File: src/gib_pkg.sv
package gib_pkg;
    // ------------------------------------------------------------
    // bus
    // ------------------------------------------------------------
    localparam int          ADDR_W        = 8;
    localparam logic [7:0]  OFF_CTRL      = 8'h00;
    localparam logic [7:0]  OFF_CMD       = 8'h04;
    localparam logic [7:0]  OFF_DATA      = 8'h08;
    localparam logic [7:0]  OFF_STATUS    = 8'h0C;
    localparam logic [7:0]  OFF_ICON_ROW  = 8'h10;
    localparam logic [7:0]  OFF_GLYPH_ROW = 8'h14;
    localparam logic [7:0]  OFF_DISP_SEL  = 8'h18;
    localparam logic [1:0]  RESP_OKAY     = 2'h0;
    localparam logic [1:0]  RESP_SLVERR   = 2'h2;
    // ------------------------------------------------------------
    // control register fields
    // ------------------------------------------------------------
    localparam int CTRL_WIDE  = 0;
    localparam int CTRL_BLINK = 1;
    localparam int CTRL_LINES = 2;
    localparam int CTRL_IS    = 4;
    localparam int CTRL_INC   = 5;
    localparam int CTRL_ICONS = 6;
    localparam logic [1:0] LINES_ONE = 2'h0;
    // ------------------------------------------------------------
    // memory layout
    // ------------------------------------------------------------
    localparam int GLYPH_WORDS = 64;
    localparam int ICON_WORDS  = 16;
    localparam int BLINK_HI    = 7;
    localparam int BLINK_LO    = 6;
    localparam int PAT5_TOP    = 4;
    localparam int PAT6_TOP    = 5;
    localparam logic [5:0] PAT5_MASK  = 6'h1F;
    localparam logic [5:0] PAT6_MASK  = 6'h3F;
    localparam logic [5:0] COM_ICON   = 6'h00;
    localparam logic [5:0] COM_POS_1L = 6'h11;
    localparam logic [5:0] COM_POS_24 = 6'h21;
    // ------------------------------------------------------------
    // timing
    // ------------------------------------------------------------
    localparam int CLK_HZ        = 10_000_000;
    localparam int BLINK_HALF_MS = 500;
    localparam int BLINK_HALF_CYC = CLK_HZ / 1000 * BLINK_HALF_MS;
    localparam int EXEC_CYC      = 4;
    localparam logic [7:0] CMD_SET_ADDR_GLYPH = 8'h40;
    localparam logic [7:0] CMD_SET_ADDR_ICON  = 8'h80;
    typedef enum logic [1:0] {GIB_IDLE, GIB_EXEC} gib_state_t;
endpackage : gib_pkg

File: src/gib_top.sv
// Our own choices: the AXI4-Lite slave port and the register offsets.
`timescale 1ns/1ps
`default_nettype none
module gib_top
    import gib_pkg::*;
#(
    parameter int BLINK_HALF = BLINK_HALF_CYC
) (
    input  wire logic              sys_clk_in,
    input  wire logic              reset_n_in,
    input  wire logic [ADDR_W-1:0] s_axi_awaddr_in,
    input  wire logic              s_axi_awvalid_in,
    output logic                   s_axi_awready_out,
    input  wire logic [31:0]       s_axi_wdata_in,
    input  wire logic [3:0]        s_axi_wstrb_in,
    input  wire logic              s_axi_wvalid_in,
    output logic                   s_axi_wready_out,
    output logic [1:0]             s_axi_bresp_out,
    output logic                   s_axi_bvalid_out,
    input  wire logic              s_axi_bready_in,
    input  wire logic [ADDR_W-1:0] s_axi_araddr_in,
    input  wire logic              s_axi_arvalid_in,
    output logic                   s_axi_arready_out,
    output logic [31:0]            s_axi_rdata_out,
    output logic [1:0]             s_axi_rresp_out,
    output logic                   s_axi_rvalid_out,
    input  wire logic              s_axi_rready_in,
    output logic [5:0]             segment_out,
    output logic                   icon_active_out,
    output logic                   busy_flag_out
);
    // ------------------------------------------------------------
    // storage and state
    // ------------------------------------------------------------
    logic [7:0]  user_glyph_ram [GLYPH_WORDS];
    logic [7:0]  icon_ram [ICON_WORDS];
    logic [7:0]  ctrl;
    logic [7:0]  instruction_latch;
    logic [7:0]  data_latch;
    logic        is_data;
    logic        pend;
    logic [6:0]  addr_ctr;
    logic        target_icon;
    logic [7:0]  read_buf;
    logic [3:0]  icon_row;
    logic [7:0]  glyph_code;
    logic [2:0]  glyph_row;
    logic [5:0]  com_sel;
    gib_state_t  state;
    logic [2:0]  exec_cnt;
    logic [31:0] blink_cnt;
    logic        blink_phase;
    logic        aw_held;
    logic        w_held;
    logic [ADDR_W-1:0] aw_addr;
    logic [31:0] w_data;
    logic [3:0]  w_strb;

    // ------------------------------------------------------------
    // blink masking shared by glyph rows and icons
    // ------------------------------------------------------------
    function automatic logic [5:0] blink_mask(input logic [7:0] b, input logic wide,
                                              input logic blink_on, input logic ph);
        logic [5:0] m;
        m = wide ? PAT6_MASK : PAT5_MASK;
        if (!blink_on || ph) begin
            blink_mask = m;
        end else if (b[BLINK_HI]) begin
            blink_mask = 6'h00;
        end else if (b[BLINK_LO]) begin
            blink_mask = wide ? (m & ~(6'h01 << PAT6_TOP)) : (m & ~(6'h01 << PAT5_TOP));
        end else begin
            blink_mask = m;
        end
    endfunction : blink_mask

    // ------------------------------------------------------------
    // instruction and register decode
    // ------------------------------------------------------------
    function automatic logic glyph_addr_cmd(input logic [7:0] c);
        glyph_addr_cmd = (c & 8'hC0) == CMD_SET_ADDR_GLYPH;
    endfunction : glyph_addr_cmd

    function automatic logic icon_addr_cmd(input logic [7:0] c);
        icon_addr_cmd = (c & 8'hF0) == CMD_SET_ADDR_ICON;
    endfunction : icon_addr_cmd

    function automatic logic host_port(input logic [ADDR_W-1:0] a);
        host_port = a == OFF_CMD || a == OFF_DATA;
    endfunction : host_port

    function automatic logic write_mapped(input logic [ADDR_W-1:0] a);
        write_mapped = a == OFF_CTRL || a == OFF_ICON_ROW || a == OFF_GLYPH_ROW || a == OFF_DISP_SEL;
    endfunction : write_mapped

    // ------------------------------------------------------------
    // axi write channel
    // ------------------------------------------------------------
    wire logic do_write = aw_held && w_held && !s_axi_bvalid_out;
    wire logic cmd_hit  = do_write && aw_addr == OFF_CMD && w_strb[0];
    wire logic dat_hit  = do_write && aw_addr == OFF_DATA && w_strb[0];
    wire logic rd_take  = s_axi_arvalid_in && !s_axi_rvalid_out;
    wire logic dat_read = rd_take && s_axi_araddr_in == OFF_DATA && !busy_flag_out;
    assign s_axi_awready_out = !aw_held;
    assign s_axi_wready_out  = !w_held;

    always_ff @(posedge sys_clk_in or negedge reset_n_in) begin
        if (!reset_n_in) begin
            aw_held <= 1'b0;
            w_held  <= 1'b0;
            aw_addr <= '0;
            w_data  <= '0;
            w_strb  <= '0;
        end else begin
            if (s_axi_awvalid_in && !aw_held) begin
                aw_held <= 1'b1;
                aw_addr <= s_axi_awaddr_in;
            end else if (do_write) begin
                aw_held <= 1'b0;
            end
            if (s_axi_wvalid_in && !w_held) begin
                w_held <= 1'b1;
                w_data <= s_axi_wdata_in;
                w_strb <= s_axi_wstrb_in;
            end else if (do_write) begin
                w_held <= 1'b0;
            end
        end
    end

    always_ff @(posedge sys_clk_in or negedge reset_n_in) begin
        if (!reset_n_in) begin
            s_axi_bvalid_out <= 1'b0;
            s_axi_bresp_out  <= RESP_OKAY;
        end else if (do_write) begin
            s_axi_bvalid_out <= 1'b1;
            s_axi_bresp_out  <= (write_mapped(aw_addr) || (host_port(aw_addr) && !busy_flag_out)) ? RESP_OKAY
                                                                                                : RESP_SLVERR;
        end else if (s_axi_bready_in) begin
            s_axi_bvalid_out <= 1'b0;
        end
    end

    // ------------------------------------------------------------
    // control registers
    // ------------------------------------------------------------
    always_ff @(posedge sys_clk_in or negedge reset_n_in) begin
        if (!reset_n_in) begin
            ctrl       <= '0;
            icon_row   <= '0;
            glyph_code <= '0;
            glyph_row  <= '0;
            com_sel    <= '0;
        end else if (do_write && w_strb[0]) begin
            case (aw_addr)
                OFF_CTRL:      ctrl <= w_data[7:0];
                OFF_ICON_ROW:  icon_row <= w_data[3:0];
                OFF_GLYPH_ROW: begin
                    glyph_code <= w_data[7:0];
                    glyph_row  <= w_data[10:8];
                end
                OFF_DISP_SEL:  com_sel <= w_data[5:0];
                default:       ;
            endcase
        end
    end

    // ------------------------------------------------------------
    // host latches and internal execution
    // ------------------------------------------------------------
    always_ff @(posedge sys_clk_in or negedge reset_n_in) begin
        if (!reset_n_in) begin
            instruction_latch <= '0;
            data_latch        <= '0;
            is_data           <= 1'b0;
            pend              <= 1'b0;
        end else if ((cmd_hit || dat_hit) && !busy_flag_out) begin
            pend <= 1'b1;
            is_data <= dat_hit;
            if (cmd_hit) begin
                instruction_latch <= w_data[7:0];
            end else begin
                data_latch <= w_data[7:0];
            end
        end else if (dat_read) begin
            pend    <= 1'b1;
            is_data <= 1'b0;
            instruction_latch <= '0;
        end else if (state == GIB_EXEC) begin
            pend <= 1'b0;
        end
    end

    // ------------------------------------------------------------
    // execution sequencer
    // ------------------------------------------------------------
    always_ff @(posedge sys_clk_in or negedge reset_n_in) begin
        if (!reset_n_in) begin
            state    <= GIB_IDLE;
            exec_cnt <= '0;
        end else begin
            case (state)
                GIB_IDLE: begin
                    if (pend) begin
                        state    <= GIB_EXEC;
                        exec_cnt <= 3'(EXEC_CYC - 1);
                    end
                end
                GIB_EXEC: begin
                    if (exec_cnt == '0) begin
                        state <= GIB_IDLE;
                    end else begin
                        exec_cnt <= exec_cnt - 3'h1;
                    end
                end
                default: state <= GIB_IDLE;
            endcase
        end
    end

    assign busy_flag_out = pend || state == GIB_EXEC;

    // ------------------------------------------------------------
    // address counter and ram
    // ------------------------------------------------------------
    wire logic exec_now = state == GIB_EXEC && exec_cnt == 3'(EXEC_CYC - 1);
    wire logic [6:0] step_addr = ctrl[CTRL_INC] ? addr_ctr + 7'h01 : addr_ctr - 7'h01;

    always_ff @(posedge sys_clk_in or negedge reset_n_in) begin
        if (!reset_n_in) begin
            addr_ctr    <= '0;
            target_icon <= 1'b0;
        end else if (exec_now && !is_data && instruction_latch != '0) begin
            if (ctrl[CTRL_IS]) begin
                if (glyph_addr_cmd(instruction_latch)) begin
                    addr_ctr    <= {1'b0, instruction_latch[5:0]};
                    target_icon <= 1'b0;
                end
            end else if (icon_addr_cmd(instruction_latch)) begin
                addr_ctr    <= {3'h0, instruction_latch[3:0]};
                target_icon <= 1'b1;
            end
        end else if (exec_now) begin
            addr_ctr <= step_addr;
        end
    end

    always_ff @(posedge sys_clk_in) begin
        if (exec_now && is_data) begin
            if (target_icon) begin
                icon_ram[addr_ctr[3:0]] <= data_latch;
            end else begin
                user_glyph_ram[addr_ctr[5:0]] <= data_latch;
            end
        end
    end

    // ------------------------------------------------------------
    // read channel; busy on bit 7 only for instruction read
    // ------------------------------------------------------------
    always_ff @(posedge sys_clk_in or negedge reset_n_in) begin
        if (!reset_n_in) begin
            read_buf <= '0;
        end else if (dat_read) begin
            read_buf <= target_icon ? icon_ram[addr_ctr[3:0]] : user_glyph_ram[addr_ctr[5:0]];
        end
    end

    always_ff @(posedge sys_clk_in or negedge reset_n_in) begin
        if (!reset_n_in) begin
            s_axi_rvalid_out <= 1'b0;
            s_axi_rdata_out  <= '0;
            s_axi_rresp_out  <= RESP_OKAY;
        end else if (rd_take) begin
            s_axi_rvalid_out <= 1'b1;
            s_axi_rresp_out  <= RESP_OKAY;
            case (s_axi_araddr_in)
                OFF_CTRL:   s_axi_rdata_out <= {24'h000000, ctrl};
                OFF_CMD:    s_axi_rdata_out <= {24'h000000, busy_flag_out, addr_ctr};
                OFF_DATA:   s_axi_rdata_out <= {24'h000000, read_buf};
                OFF_STATUS: s_axi_rdata_out <= {23'h000000, blink_phase, icon_active_out, 1'b0,
                                                segment_out};
                OFF_ICON_ROW:  s_axi_rdata_out <= {28'h0000000, icon_row};
                OFF_GLYPH_ROW: s_axi_rdata_out <= {21'h000000, glyph_row, glyph_code};
                OFF_DISP_SEL:  s_axi_rdata_out <= {26'h0000000, com_sel};
                default: begin
                    s_axi_rdata_out <= '0;
                    s_axi_rresp_out <= RESP_SLVERR;
                end
            endcase
        end else if (s_axi_rready_in) begin
            s_axi_rvalid_out <= 1'b0;
        end
    end
    assign s_axi_arready_out = !s_axi_rvalid_out;

    // ------------------------------------------------------------
    // blink timebase
    // ------------------------------------------------------------
    always_ff @(posedge sys_clk_in or negedge reset_n_in) begin
        if (!reset_n_in) begin
            blink_cnt   <= '0;
            blink_phase <= 1'b1;
        end else if (blink_cnt == 32'(BLINK_HALF - 1)) begin
            blink_cnt   <= '0;
            blink_phase <= ~blink_phase;
        end else begin
            blink_cnt <= blink_cnt + 32'h1;
        end
    end

    // ------------------------------------------------------------
    // segment output for the selected common
    // ------------------------------------------------------------
    wire logic [5:0] icon_pos = (ctrl[CTRL_LINES +: 2] == LINES_ONE) ? COM_POS_1L : COM_POS_24;
    wire logic icon_com = com_sel == COM_ICON || com_sel == icon_pos;
    wire logic [7:0] icon_byte = icon_ram[icon_row];
    wire logic [7:0] glyph_byte = user_glyph_ram[{glyph_code[2:0], glyph_row}];
    wire logic [7:0] src_byte = icon_com ? icon_byte : glyph_byte;
    wire logic [5:0] keep_mask = blink_mask(src_byte, ctrl[CTRL_WIDE], ctrl[CTRL_BLINK], blink_phase);

    always_ff @(posedge sys_clk_in or negedge reset_n_in) begin
        if (!reset_n_in) begin
            segment_out     <= '0;
            icon_active_out <= 1'b0;
        end else begin
            icon_active_out <= icon_com && ctrl[CTRL_ICONS];
            segment_out <= (icon_com && !ctrl[CTRL_ICONS]) ? 6'h00 : src_byte[5:0] & keep_mask;
        end
    end
endmodule : gib_top
`default_nettype wire

File: config.mk
export PLATFORM = sky130hd
export DESIGN_NAME = gib_top
export DESIGN_NICKNAME = d
export VERILOG_FILES = /design/src/gib_pkg.sv /design/src/gib_top.sv
export SDC_FILE = /design/constraint.sdc
export NUM_CORES = 1
export LEC_CHECK = 0
export BUFFER_PORTS_ARGS = -buffer_cell sky130_fd_sc_hd__buf_2
export CORE_MARGIN = 2
export CORE_UTILIZATION = 49
export CTS_BUF_LIST = sky130_fd_sc_hd__clkbuf_4 sky130_fd_sc_hd__clkbuf_8
export CTS_CLUSTER_DIAMETER = 150
export DETAILED_ROUTE_END_ITERATION = 12
export GPL_ROUTABILITY_DRIVEN = 0
export GPL_TIMING_DRIVEN = 0
export MAX_ROUTING_LAYER = met4
export PLACE_DENSITY_LB_ADDON = 0.3
export SLEW_MARGIN = 5
export SYNTH_ARGS = -nofsm -noshare
export SYNTH_HDL_FRONTEND = slang
export SYNTH_SLANG_ARGS = --single-unit
File: constraint.sdc
create_clock -name sys_clk_in -period 3.3 [get_ports sys_clk_in]
set_input_delay 0.33 -clock sys_clk_in [delete_from_list [all_inputs] [get_ports sys_clk_in]]
set_output_delay 0.33 -clock sys_clk_in [all_outputs]
set_load 0.005 [all_outputs]
* Yosys cells after proc, flatten, opt, wreduce, memory -nomap -nowiden
Memory sizes are Yosys's and may differ from the RTL's.
Cells that the tools add are included.
** Storage, ports and cells
- Register bits :: 168
- Output and inout bits :: 49
- Logic and storage cells :: 174
- Input bits :: 59
- RAM bits :: 640
- Memories :: 2
** Memory list
- user_glyph_ram :: words 64, bits a word 8, read ports 2, clocked after memory_dff 0, wr ports 1, line gib_top.sv:35 : logic [7:0] user_glyph_ram [GLYPH_WORDS];
- icon_ram :: words 16, bits a word 8, read ports 2, clocked after memory_dff 0, wr ports 1, line gib_top.sv:36 : logic [7:0] icon_ram [ICON_WORDS];
** Operators by class
- Multiplexer cells :: 49
- Reduce and logical (&&, ||, !) cells :: 64
- Bitwise gates (word level) :: 3
- $add $sub $neg :: 4
- Eq/ne operators :: 24
** Operators with widths (number)
- $pmux W11 S7 :: 1
- $eq A8 B5 Y1 const B :: 6
- $mux W6 :: 7
- $mux W7 :: 6
- $mux W8 :: 5
- $add A32 B1 Y32 const B :: 1
- $eq A32 B23 Y1 const B :: 1
- $mux W32 :: 1
- $eq A8 B4 Y1 const B :: 3
- $mux W1 :: 21
- $logic_and A1 B1 Y1 :: 20
- $eq A8 B3 Y1 const B :: 2
- $logic_not A8 Y1 :: 2
- $reduce_bool A2 Y1 :: 8
- $reduce_and A2 Y1 :: 7
- $logic_or A1 B1 Y1 :: 9
- $reduce_and A3 Y1 :: 3
- $logic_not A1 Y1 :: 8
- $mux W2 :: 4
- $reduce_bool A8 Y1 :: 1
- $add A7 B1 Y7 const B :: 1
- $reduce_or A7 Y1 :: 1
- $sub A7 B1 Y7 const B :: 1
- $and A6 B6 Y6 :: 1
- 16 further kinds :: 24

* Logic depth before layout (Yosys ltp)
Gate-level depths: netlist of run 1.
- Depth after elaboration :: 10
- Gate-level depth with buffers :: 11
- Mapped depth without buffers :: 9

* Worst setup path after synthesis of run 1
OpenSTA, ideal clock, no wires.
- Kind :: flip-flop to flip-flop
- From :: reg addr_ctr[3]
- To :: mem icon_ram[8][0], enable pin
- Stages on the path, launching flop included :: 7
- Buffers on the path :: 3
- Required time :: 2917 ps
- Period minus slack after synthesis :: 2920 ps
- Setup slack :: 380 ps
- Library setup time :: 383 ps
- Arrival :: 2537 ps
- Cell sequence :: dfrtp_1 > clkbuf_1 > buf_1 > clkbuf_1 > nor2b_1 > nand2_1 > nor3_1
** RTL lines
- from (decl) :: line gib_top.sv:42 : logic [6:0] addr_ctr;
- from (signal assigned) :: line gib_top.sv:236 : addr_ctr <= {1'b0, instruction_latch[5:0]};
- from (signal assigned) :: line gib_top.sv:240 : addr_ctr <= {3'h0, instruction_latch[3:0]};
- from (signal assigned) :: line gib_top.sv:244 : addr_ctr <= step_addr;
- to (decl) :: line gib_top.sv:36
No word-level cell before the write port.

* Final worst setup path of run 1
- From :: reg glyph_code[0]
- To :: reg segment_out[1]
** Between the ends
- Cells in the longest elaborated chain, start to end :: 7
** RTL lines
- from (decl) :: line gib_top.sv:46 : logic [7:0] glyph_code;
- from (signal assigned) :: line gib_top.sv:159 : glyph_code <= w_data[7:0];
- $mem_v2 Z64 W8 *
- $mux W8 * :: line gib_top.sv:319 : wire logic [7:0] src_byte = icon_com ? icon_byte : glyph_byte;
- $mux W6 :: line gib_top.sv:70 : end else if (b[BLINK_LO]) begin
- $mux W6 :: line gib_top.sv:68 : end else if (b[BLINK_HI]) begin
- $mux W6 :: line gib_top.sv:66 : if (!blink_on || ph) begin
- $and A6 B6 Y6 * :: line gib_top.sv:328 : segment_out <= (icon_com && !ctrl[CTRL_ICONS]) ? 6'h00 : src_byte[5:0] & keep_mask;
- $mux W6 * :: line gib_top.sv:328
- to (signal assigned) :: line gib_top.sv:328
- to (decl) :: line gib_top.sv:28 : output logic [5:0] segment_out,
Every way passes the cells marked *; elsewhere a longest branch is shown, timed or not.
A chain may end at the register's enable or synchronous reset.

==> results.json, run 1 <==
{
  "cpLargestDelayFamily": "buffers and inverters",
  "worstPathCellList": "clkbuf_1 > buf_2 > inv_1 > buf_1 > mux4_2 > mux2_2 > a22oi_1 > a21oi_1",
  "numCtsBuffers": 134,
  "worstSetupPathType": "reg2reg",
  "post_synth_num_cell_types": 62,
  "pwr_density_cell_nw_per_um2": 659,
  "synthArstFlopShare_pct": 18.4,
  "clock_tree.buffer_depth": 3,
  "cpMaxStageDelayCell": "clkbuf_1",
  "synth.area.top_cells": "edfxtp_1 (53%), mux4_2 (23%), dfrtp_1 (9.8%), mux2_2 (2.3%), nor2_1 (1.4%)",
  "dr.pass1.iters": 6,
  "worstReg2RegEnd": "segment_out[1]$_DFF_PN0_",
  "maxSlewHeadroom_pct": 13.8,
  "netlist.area_leader.share_pct": 52.6,
  "grt_max_degree": 82,
  "hold_path_startpoint": "s_axi_araddr_in[2]",
  "min_path_cells": 3,
  "critical_path_required_ns": 3.96,
  "worstMarginPinSlew_ns": 1.29,
  "tritoncts_num_sinks": 784,
  "final_area_um2": 43000,
  "fin_util_pct": 57.9,
  "gr-total-overflow": 0,
  "rr_startpoint": "glyph_code[0]$_DFFE_PN0P_",
  "synth.avg_cell_area_um2": 18.5,
  "die_h_um": 277,
  "clockRootBuffer": "clkbuf_8",
  "fin_worst_skew_ns": 0.0450,
  "placed_cells_incl_taps": 3037,
  "critPathCaptureType": "register",
  "number_of_global_route_vias_before_repair": 22700,
  "wirelength_mm": 108,
  "initialDrtViolationCount": 3015,
  "grt_usage_pct": 29.1,
  "flow.area_growth_from_synthesis_pct": 17.5,
  "fp.coreArea_um2": 74200,
  "skew_pair_late_insertion_delay_ns": 0.80,
  "cp.buffers_inverters": 4,
  "violated_checks": "setup timing",
  "number_of_antenna_violations_at_the_first_check_in_global_routing": 1,
  "synth_warnings": 0,
  "cts_tree": "done",
  "route.detailed.vias_per_inst": 6.74,
  "clk_pin_slew_worst_paths_ns": 0.06,
  "power.total_mw": 28.3,
  "grt_first_pass_wirelength_mm": 155,
  "synth_top_cell_by_area": "edfxtp_1",
  "ant_nets": 0,
  "initial_utilization_pct": 49.3,
  "cp_max_fo": 10,
  "critPathMaxStageDelay_ns": 0.56,
  "cp-start-kind": "register",
  "slew_viol_final": 0,
  "fin_crit_ns": 3.41,
  "drv_cap": 0,
  "rr_worst_depth": 8,
  "cts-htree-levels": 4,
  "detailed_place.area_um2": 38400,
  "detailed_place_hpwl_mm": 72.2,
  "status": "complete, but fails checks",
  "dieArea_um2": 76800,
  "fp-row-count": 100,
  "power_leakage_nw": 15.4,
  "drc_errors": 0,
  "fill_cells": 5418,
  "layout-drive-gt1-share_pct": 42.2,
  "post_drt_wl_per_cell_um": 32.3,
  "chipWidth_um": 277,
  "final_net_count": 2353,
  "finalCritPeriodShare_pct": 103,
  "setup_viol": 39,
  "grt_setup_unrepaired": "true",
  "critPathArrivalTime_ns": 4.07,
  "number_of_hold_slack_violations_in_the_final_timing_report": 0,
  "numPortBuffers": 59,
  "vias": 22600,
  "ioPinCount": 108,
  "vdd.ir_drop.worst_mv": 0.449,
  "tns_ns": -1.86,
  "ys_ff_latch": 784,
  "synth-edff-count": 640,
  "hp-class": "in2reg",
  "synth_area_um2": 36600,
  "fmaxAchievable_mhz": 293,
  "post_layout_nonfiller_instances": 3354,
  "syn_inst": 1980,
  "r2r_setup_slack_ns": -0.11,
  "end_point_of_the_most_critical_hold_path": "s_axi_rdata_out[4]$_DFFE_PN0P_",
  "synth_seq_area_share_pct": 62.4,
  "final_critical_path_setup_slack_ns": -0.113,
  "ys_dominant_reg_cell": "edfxtp_1"
}
[per-layer routing]
layer / up-vias / GRT usage (%) / wire [µm]
met5: - / - / 0
met4: 0 / 13.0 / 5570
met3: 379 / 8.79 / 13000
met2: 1690 / 43.5 / 50300
li1: 8838 / - / -
met1: 11700 / 37.0 / 39600
[state kept, by name, indices dropped and copies added, names as in the netlist, 3 cells and up]
signal,flops
com_sel,6
icon_row,4
read_buf,8
blink_cnt,32
instruction_latch,8
s_axi_rdata_out,11
ctrl,8
glyph_code,8
segment_out,6
user_glyph_ram,512
data_latch,8
exec_cnt,3
w_data,11
aw_addr,8
glyph_row,3
addr_ctr,7
icon_ram,128
[cell usage in the layout (no fill, tap or decap), drive strengths merged, types with 16 or more instances in the layout]
cell           n
edfxtp       640
nor2         139
xnor2         22
mux4         380
mux2          75
clkinv        42
conb          23
a22o          16
dlygate4sd3   26
o21ai         21
nand2         65
dfrtp        143
nor3          24
nand3         33
buf          203
clkbuf       250
a22oi         29
mux2i         37
inv           20
a21oi         24
[worst max-delay path by stage]
| stage | from | end | cells past startpoint | slack (ns) |
|---|---|---|---|---|
| detailed placement | addr_ctr[0]$_DFFE_PN0P_ | user_glyph_ram[15][0]$_DFFE_PP_ | 8 | -1.49 |
| floorplan | addr_ctr[3]$_DFFE_PN0P_ | icon_ram[8][0]$_DFFE_PP_ | 6 | 0.38 |
| finish | glyph_code[0]$_DFFE_PN0P_ | segment_out[1]$_DFF_PN0_ | 8 | -0.11 |
| global placement | addr_ctr[0]$_DFFE_PN0P_ | user_glyph_ram[15][0]$_DFFE_PP_ | 8 | -1.45 |
| global route | addr_ctr[1]$_DFFE_PN0P_ | user_glyph_ram[16][4]$_DFFE_PP_ | 6 | -0.13 |
| CTS | addr_ctr[1]$_DFFE_PN0P_ | user_glyph_ram[57][1]$_DFFE_PP_ | 7 | -0.05 |
[report_power, final]
part	switching (mW)	internal (mW)
clock	3.99	4.62
sequential	0.559	11.3
combinational	4.63	3.25
total	9.18	19.1
[cell usage after synthesis (8+ instances only)]
cell	instances
nand3_1	33
nand2b_1	11
inv_1	16
buf_2	33
mux2i_1	37
nand2_1	65
edfxtp_1	640
xor2_1	14
a22oi_1	29
a32oi_1	10
dfrtp_1	143
buf_6	8
nor2_1	139
nand4_1	9
a21oi_1	24
nor2b_1	14
buf_1	14
a22o_1	16
o21ai_0	21
mux2_2	75
mux4_2	380
ha_1	9
xnor2_1	22
buf_4	33
clkbuf_1	66
nor3_1	24
a41oi_1	8
[metrics by stage]
| step | setup slack [ns] | hold slack (ns) |
|---|---|---|
| 5_1_grt | -0.125 | 0.0561 |
| 3_3_place_gp | -1.45 | 0.465 |
| 4_1_cts | -0.0533 | 0.00858 |
| 2_1_floorplan | 0.380 | 0.0344 |
| 6_report | -0.113 | 0.0823 |
| 3_5_place_dp | -1.49 | 0.380 |
[repair_timing]
item / CTS / global route
setup endpoints to repair: 654 / 457
resized for setup: 186 / 43
endpoints found under the hold margin: 100 / 0
setup buffers: 37 / 19
hold buffers: 26 / 0
pin swaps: 34 / 14
[tightest hold or removal path: cells and delay by family]
kind	cells	cell delay (ns)
buffers and inverters	1	0.15
AOI/OAI and AO/OA	2	0.33
[cell families (layout without fill, tap and decap cells)]
| family | count (synthesis) | in the layout | synth area share (%) |
|---|---|---|---|
| and+or+nand+nor | 335 | 335 | 4.28 |
| other | 1 | 24 | 0.0103 |
| xor gates and xnor gates | 36 | 36 | 0.862 |
| buffers and inverters | 171 | 553 | 2.37 |
| muxes | 492 | 492 | 26.7 |
| AOI/OAI and AO/OA | 150 | 150 | 2.94 |
| adders and majority gates | 11 | 11 | 0.390 |
| DFF | 784 | 784 | 62.4 |
[area by class of cell]
| cell class | instances | area (µm²) | area share (%) |
|---|---|---|---|
| clock inverters | 56 | 358 | 0.833 |
| plain buffers | 152 | 887 | 2.07 |
| clock buffers | 180 | 2230 | 5.18 |
| inverters | 17 | 67.6 | 0.157 |
| multi-input cells | 1047 | 13600 | 31.7 |
| diodes | 1 | 2.50 | 0.00583 |
| repair buffers | 148 | 1750 | 4.07 |
| well taps | 969 | 1210 | 2.82 |
| flip-flops and latches | 784 | 22800 | 53.2 |
(Power assumes the default switching activity.)
==> run 2, diff against run 1 <==
--- a/config.mk
+++ b/config.mk
@@ -6,6 +6,8 @@
 export NUM_CORES = 1
 export LEC_CHECK = 0
 export BUFFER_PORTS_ARGS = -buffer_cell sky130_fd_sc_hd__buf_2
+export CELL_PAD_IN_SITES_DETAIL_PLACEMENT = 0
+export CELL_PAD_IN_SITES_GLOBAL_PLACEMENT = 1
 export CORE_MARGIN = 2
 export CORE_UTILIZATION = 49
 export CTS_BUF_LIST = sky130_fd_sc_hd__clkbuf_4 sky130_fd_sc_hd__clkbuf_8
@@ -15,6 +17,7 @@
 export GPL_TIMING_DRIVEN = 0
 export MAX_ROUTING_LAYER = met4
 export PLACE_DENSITY_LB_ADDON = 0.3
+export SKIP_LAST_GASP = 1
 export SLEW_MARGIN = 5
 export SYNTH_ARGS = -nofsm -noshare
 export SYNTH_HDL_FRONTEND = slang
==> run 2 against run 1 <==
Effect of this change:
- the run still ends with setup timing left
- setup slack lost 0.0013 ns
- first-iteration DRC count shrank 6.1%
- cell area is essentially flat
- die area is the same
- cell count is essentially flat
- largest cell class unchanged
- register-to-register slack is essentially flat
- via count shrank 1.8%
- maximum frequency is essentially flat
==> results.json, run 2 (synthesis results as in run 1) <==
{
  "flow.area_growth_from_synthesis_pct": 17.6,
  "timing.critical_path.to": "read_buf[0]$_DFFE_PN0P_",
  "r2r_setup_slack_ns": -0.11,
  "post_drt_wl_per_cell_um": 32.4,
  "fp.coreArea_um2": 74200,
  "clk_pin_slew_worst_paths_ns": 0.07,
  "route.met2.wl_mm": 50.5,
  "worstReg2RegEnd": "read_buf[0]$_DFFE_PN0P_",
  "critPathArrivalTime_ns": 4.04,
  "layout-drive-gt1-share_pct": 42.7,
  "power_leakage_nw": 15.5,
  "fin_util_pct": 58.0,
  "fmaxAchievable_mhz": 293,
  "critPathCaptureType": "register",
  "skew_pair_late_insertion_delay_ns": 0.80,
  "drv_cap": 0,
  "number_of_antenna_violations_at_the_first_check_in_global_routing": 2,
  "critical_path_required_ns": 3.93,
  "detailed_place_hpwl_mm": 74.3,
  "cts-htree-levels": 4,
  "final_area_um2": 43000,
  "vdd.ir_drop.worst_mv": 0.342,
  "grt_max_degree": 99,
  "fill_cells": 5480,
  "seqCellArea_um2": 22800,
  "worstSetupStartpoint": "addr_ctr[1]$_DFFE_PN0P_",
  "wirelength_mm": 109,
  "layout_common_cells": "edfxtp_1 (640), mux4_2 (380), clkbuf_8 (139)",
  "fin_worst_skew_ns": 0.0444,
  "gr-total-overflow": 0,
  "route.detailed.vias_per_inst": 6.62,
  "drc_errors": 0,
  "worstPathCellList": "clkbuf_2 > clkdlybuf4s15_1 > mux4_2 > mux4_2 > a22oi_1 > a41oi_1",
  "vias": 22200,
  "hp-class": "in2async",
  "final_critical_path_setup_slack_ns": -0.114,
  "finalCritPeriodShare_pct": 103,
  "cpMaxStageDelayCell": "clkdlybuf4s15_1",
  "grt_usage_pct": 29.5,
  "status": "complete, but fails checks",
  "grt_first_pass_wirelength_mm": 156,
  "number_of_global_route_vias_before_repair": 22600,
  "chipWidth_um": 277,
  "worstMarginPinSlew_ns": 1.33,
  "slew_viol_final": 0,
  "worstSetupPathType": "reg2reg",
  "tritoncts_num_sinks": 784,
  "setup_viol": 99,
  "ioPinCount": 108,
  "die_h_um": 277,
  "met1Wirelength_mm": 41.6,
  "rr_worst_depth": 6,
  "cts_tree": "done",
  "largest_register_ffs": 512,
  "cp_max_fo": 10,
  "violated_checks": "setup timing",
  "dieArea_um2": 76800,
  "path_common_cell": "mux4_2",
  "ant_nets": 0,
  "fin_crit_ns": 3.41,
  "critPathMaxStageDelay_ns": 0.84,
  "dr.pass1.iters": 8,
  "numCtsBuffers": 132,
  "clock_tree.buffer_depth": 3,
  "maxSlewHeadroom_pct": 11.2,
  "clockRootBuffer": "clkbuf_8",
  "top_layer": "met4",
  "grt_setup_unrepaired": "true",
  "wl_met3_mm": 11.9,
  "final_common_cell": "edfxtp_1",
  "number_of_hold_slack_violations_in_the_final_timing_report": 0,
  "detailed_place.area_um2": 38400,
  "fp-row-count": 100,
  "numPortBuffers": 59,
  "initialDrtViolationCount": 2830,
  "initial_utilization_pct": 49.3,
  "multiInputGateArea_um2": 13700,
  "rr_startpoint": "addr_ctr[1]$_DFFE_PN0P_",
  "cp-start-kind": "register",
  "final_net_count": 2352,
  "pwr_density_cell_nw_per_um2": 667
}
[run 2: changes by cell type in the layout (fill, tap and decap cells not counted), sizes merged]
cell / delta
clkinv: -15
clkbuf: +6
bufinv: +4
clkinvlp: -4
clkdlybuf4s15: +3
buf: +1
diode: +1
dlygate4sd3: +1
inv: +1
[run 2: how the worst min path moves through the flow]
stage | startpoint | to | slack, ns | cells after the start
5_1_grt | reset_n_in | w_held$_DFFE_PN0P_ | 0.06 | 2
4_1_cts | reset_n_in | w_held$_DFFE_PN0P_ | 0.02 | 2
2_1_floorplan | reset_n_in | addr_ctr[0]$_DFFE_PN0P_ | 0.03 | 0
3_3_place_gp | s_axi_rdata_out[9]$_DFFE_PN0P_ | s_axi_rdata_out[9]$_DFFE_PN0P_ | 0.45 | 2
3_5_place_dp | reset_n_in | w_held$_DFFE_PN0P_ | 0.30 | 1
6_report | reset_n_in | w_held$_DFFE_PN0P_ | 0.03 | 2
[run 2: final cells by class]
cell class                 count  area share [%]
sequential                   784            53.1
buffer                       151            2.07
antenna                        2          0.0116
clock inverter                42           0.937
clock buffer                 190            5.34
multi-input combinational   1047            31.8
inverter                      17           0.151
tap                          969            2.82
timing repair buffer         150            3.77
[run 2: worst max-delay path: cells and delay by family, from the launching register on]
| kind | cells | cell delay (ns) |
|---|---|---|
| flops | 1 | 0.40 |
| mux | 2 | 0.92 |
| buf+inv | 2 | 1.14 |
| compound gates | 2 | 0.76 |
[run 2: routing by layer]
layer / up-vias / global-route usage (%)
met3: 261 / 8.01
met5: - / -
met4: 0 / 12.7
met1: 11700 / 38.9
li1: 8822 / -
met2: 1440 / 43.5
[run 2: where the power goes]
part | internal [mW] | total, mW | switching (mW) | leakage (nW)
sequential | 11.2 | 11.8 | 0.537 | 8.71
combinational | 3.26 | 7.90 | 4.64 | 5.36
clock | 5.03 | 9.01 | 3.98 | 1.43
total | 19.5 | 28.7 | 9.16 | 15.5
[run 2: what timing repair did]
action | in CTS | in global routing
setup buffers | 39 | 17
gates resized for setup | 185 | 63
hold buffers | 27 | 0
pin swaps | 28 | 15
setup endpoints to repair | 654 | 594
endpoints found under the hold margin | 174 | 0
[run 2: metrics by stage]
stage               setup TNS, ns  cells  hold WS [ns]  setup WS (ns)  power (mW)
floorplan                       0   2002        0.0344          0.380        16.6
global placement          -614.55   3030         0.451          -1.43        19.3
detailed placement        -636.71   3038         0.303          -1.63        19.4
CTS                        -20.59   3335        0.0178         -0.259        28.6
global route                -6.08   3352        0.0556         -0.174        29.6
finish                      -3.05   3352        0.0274         -0.114        28.7
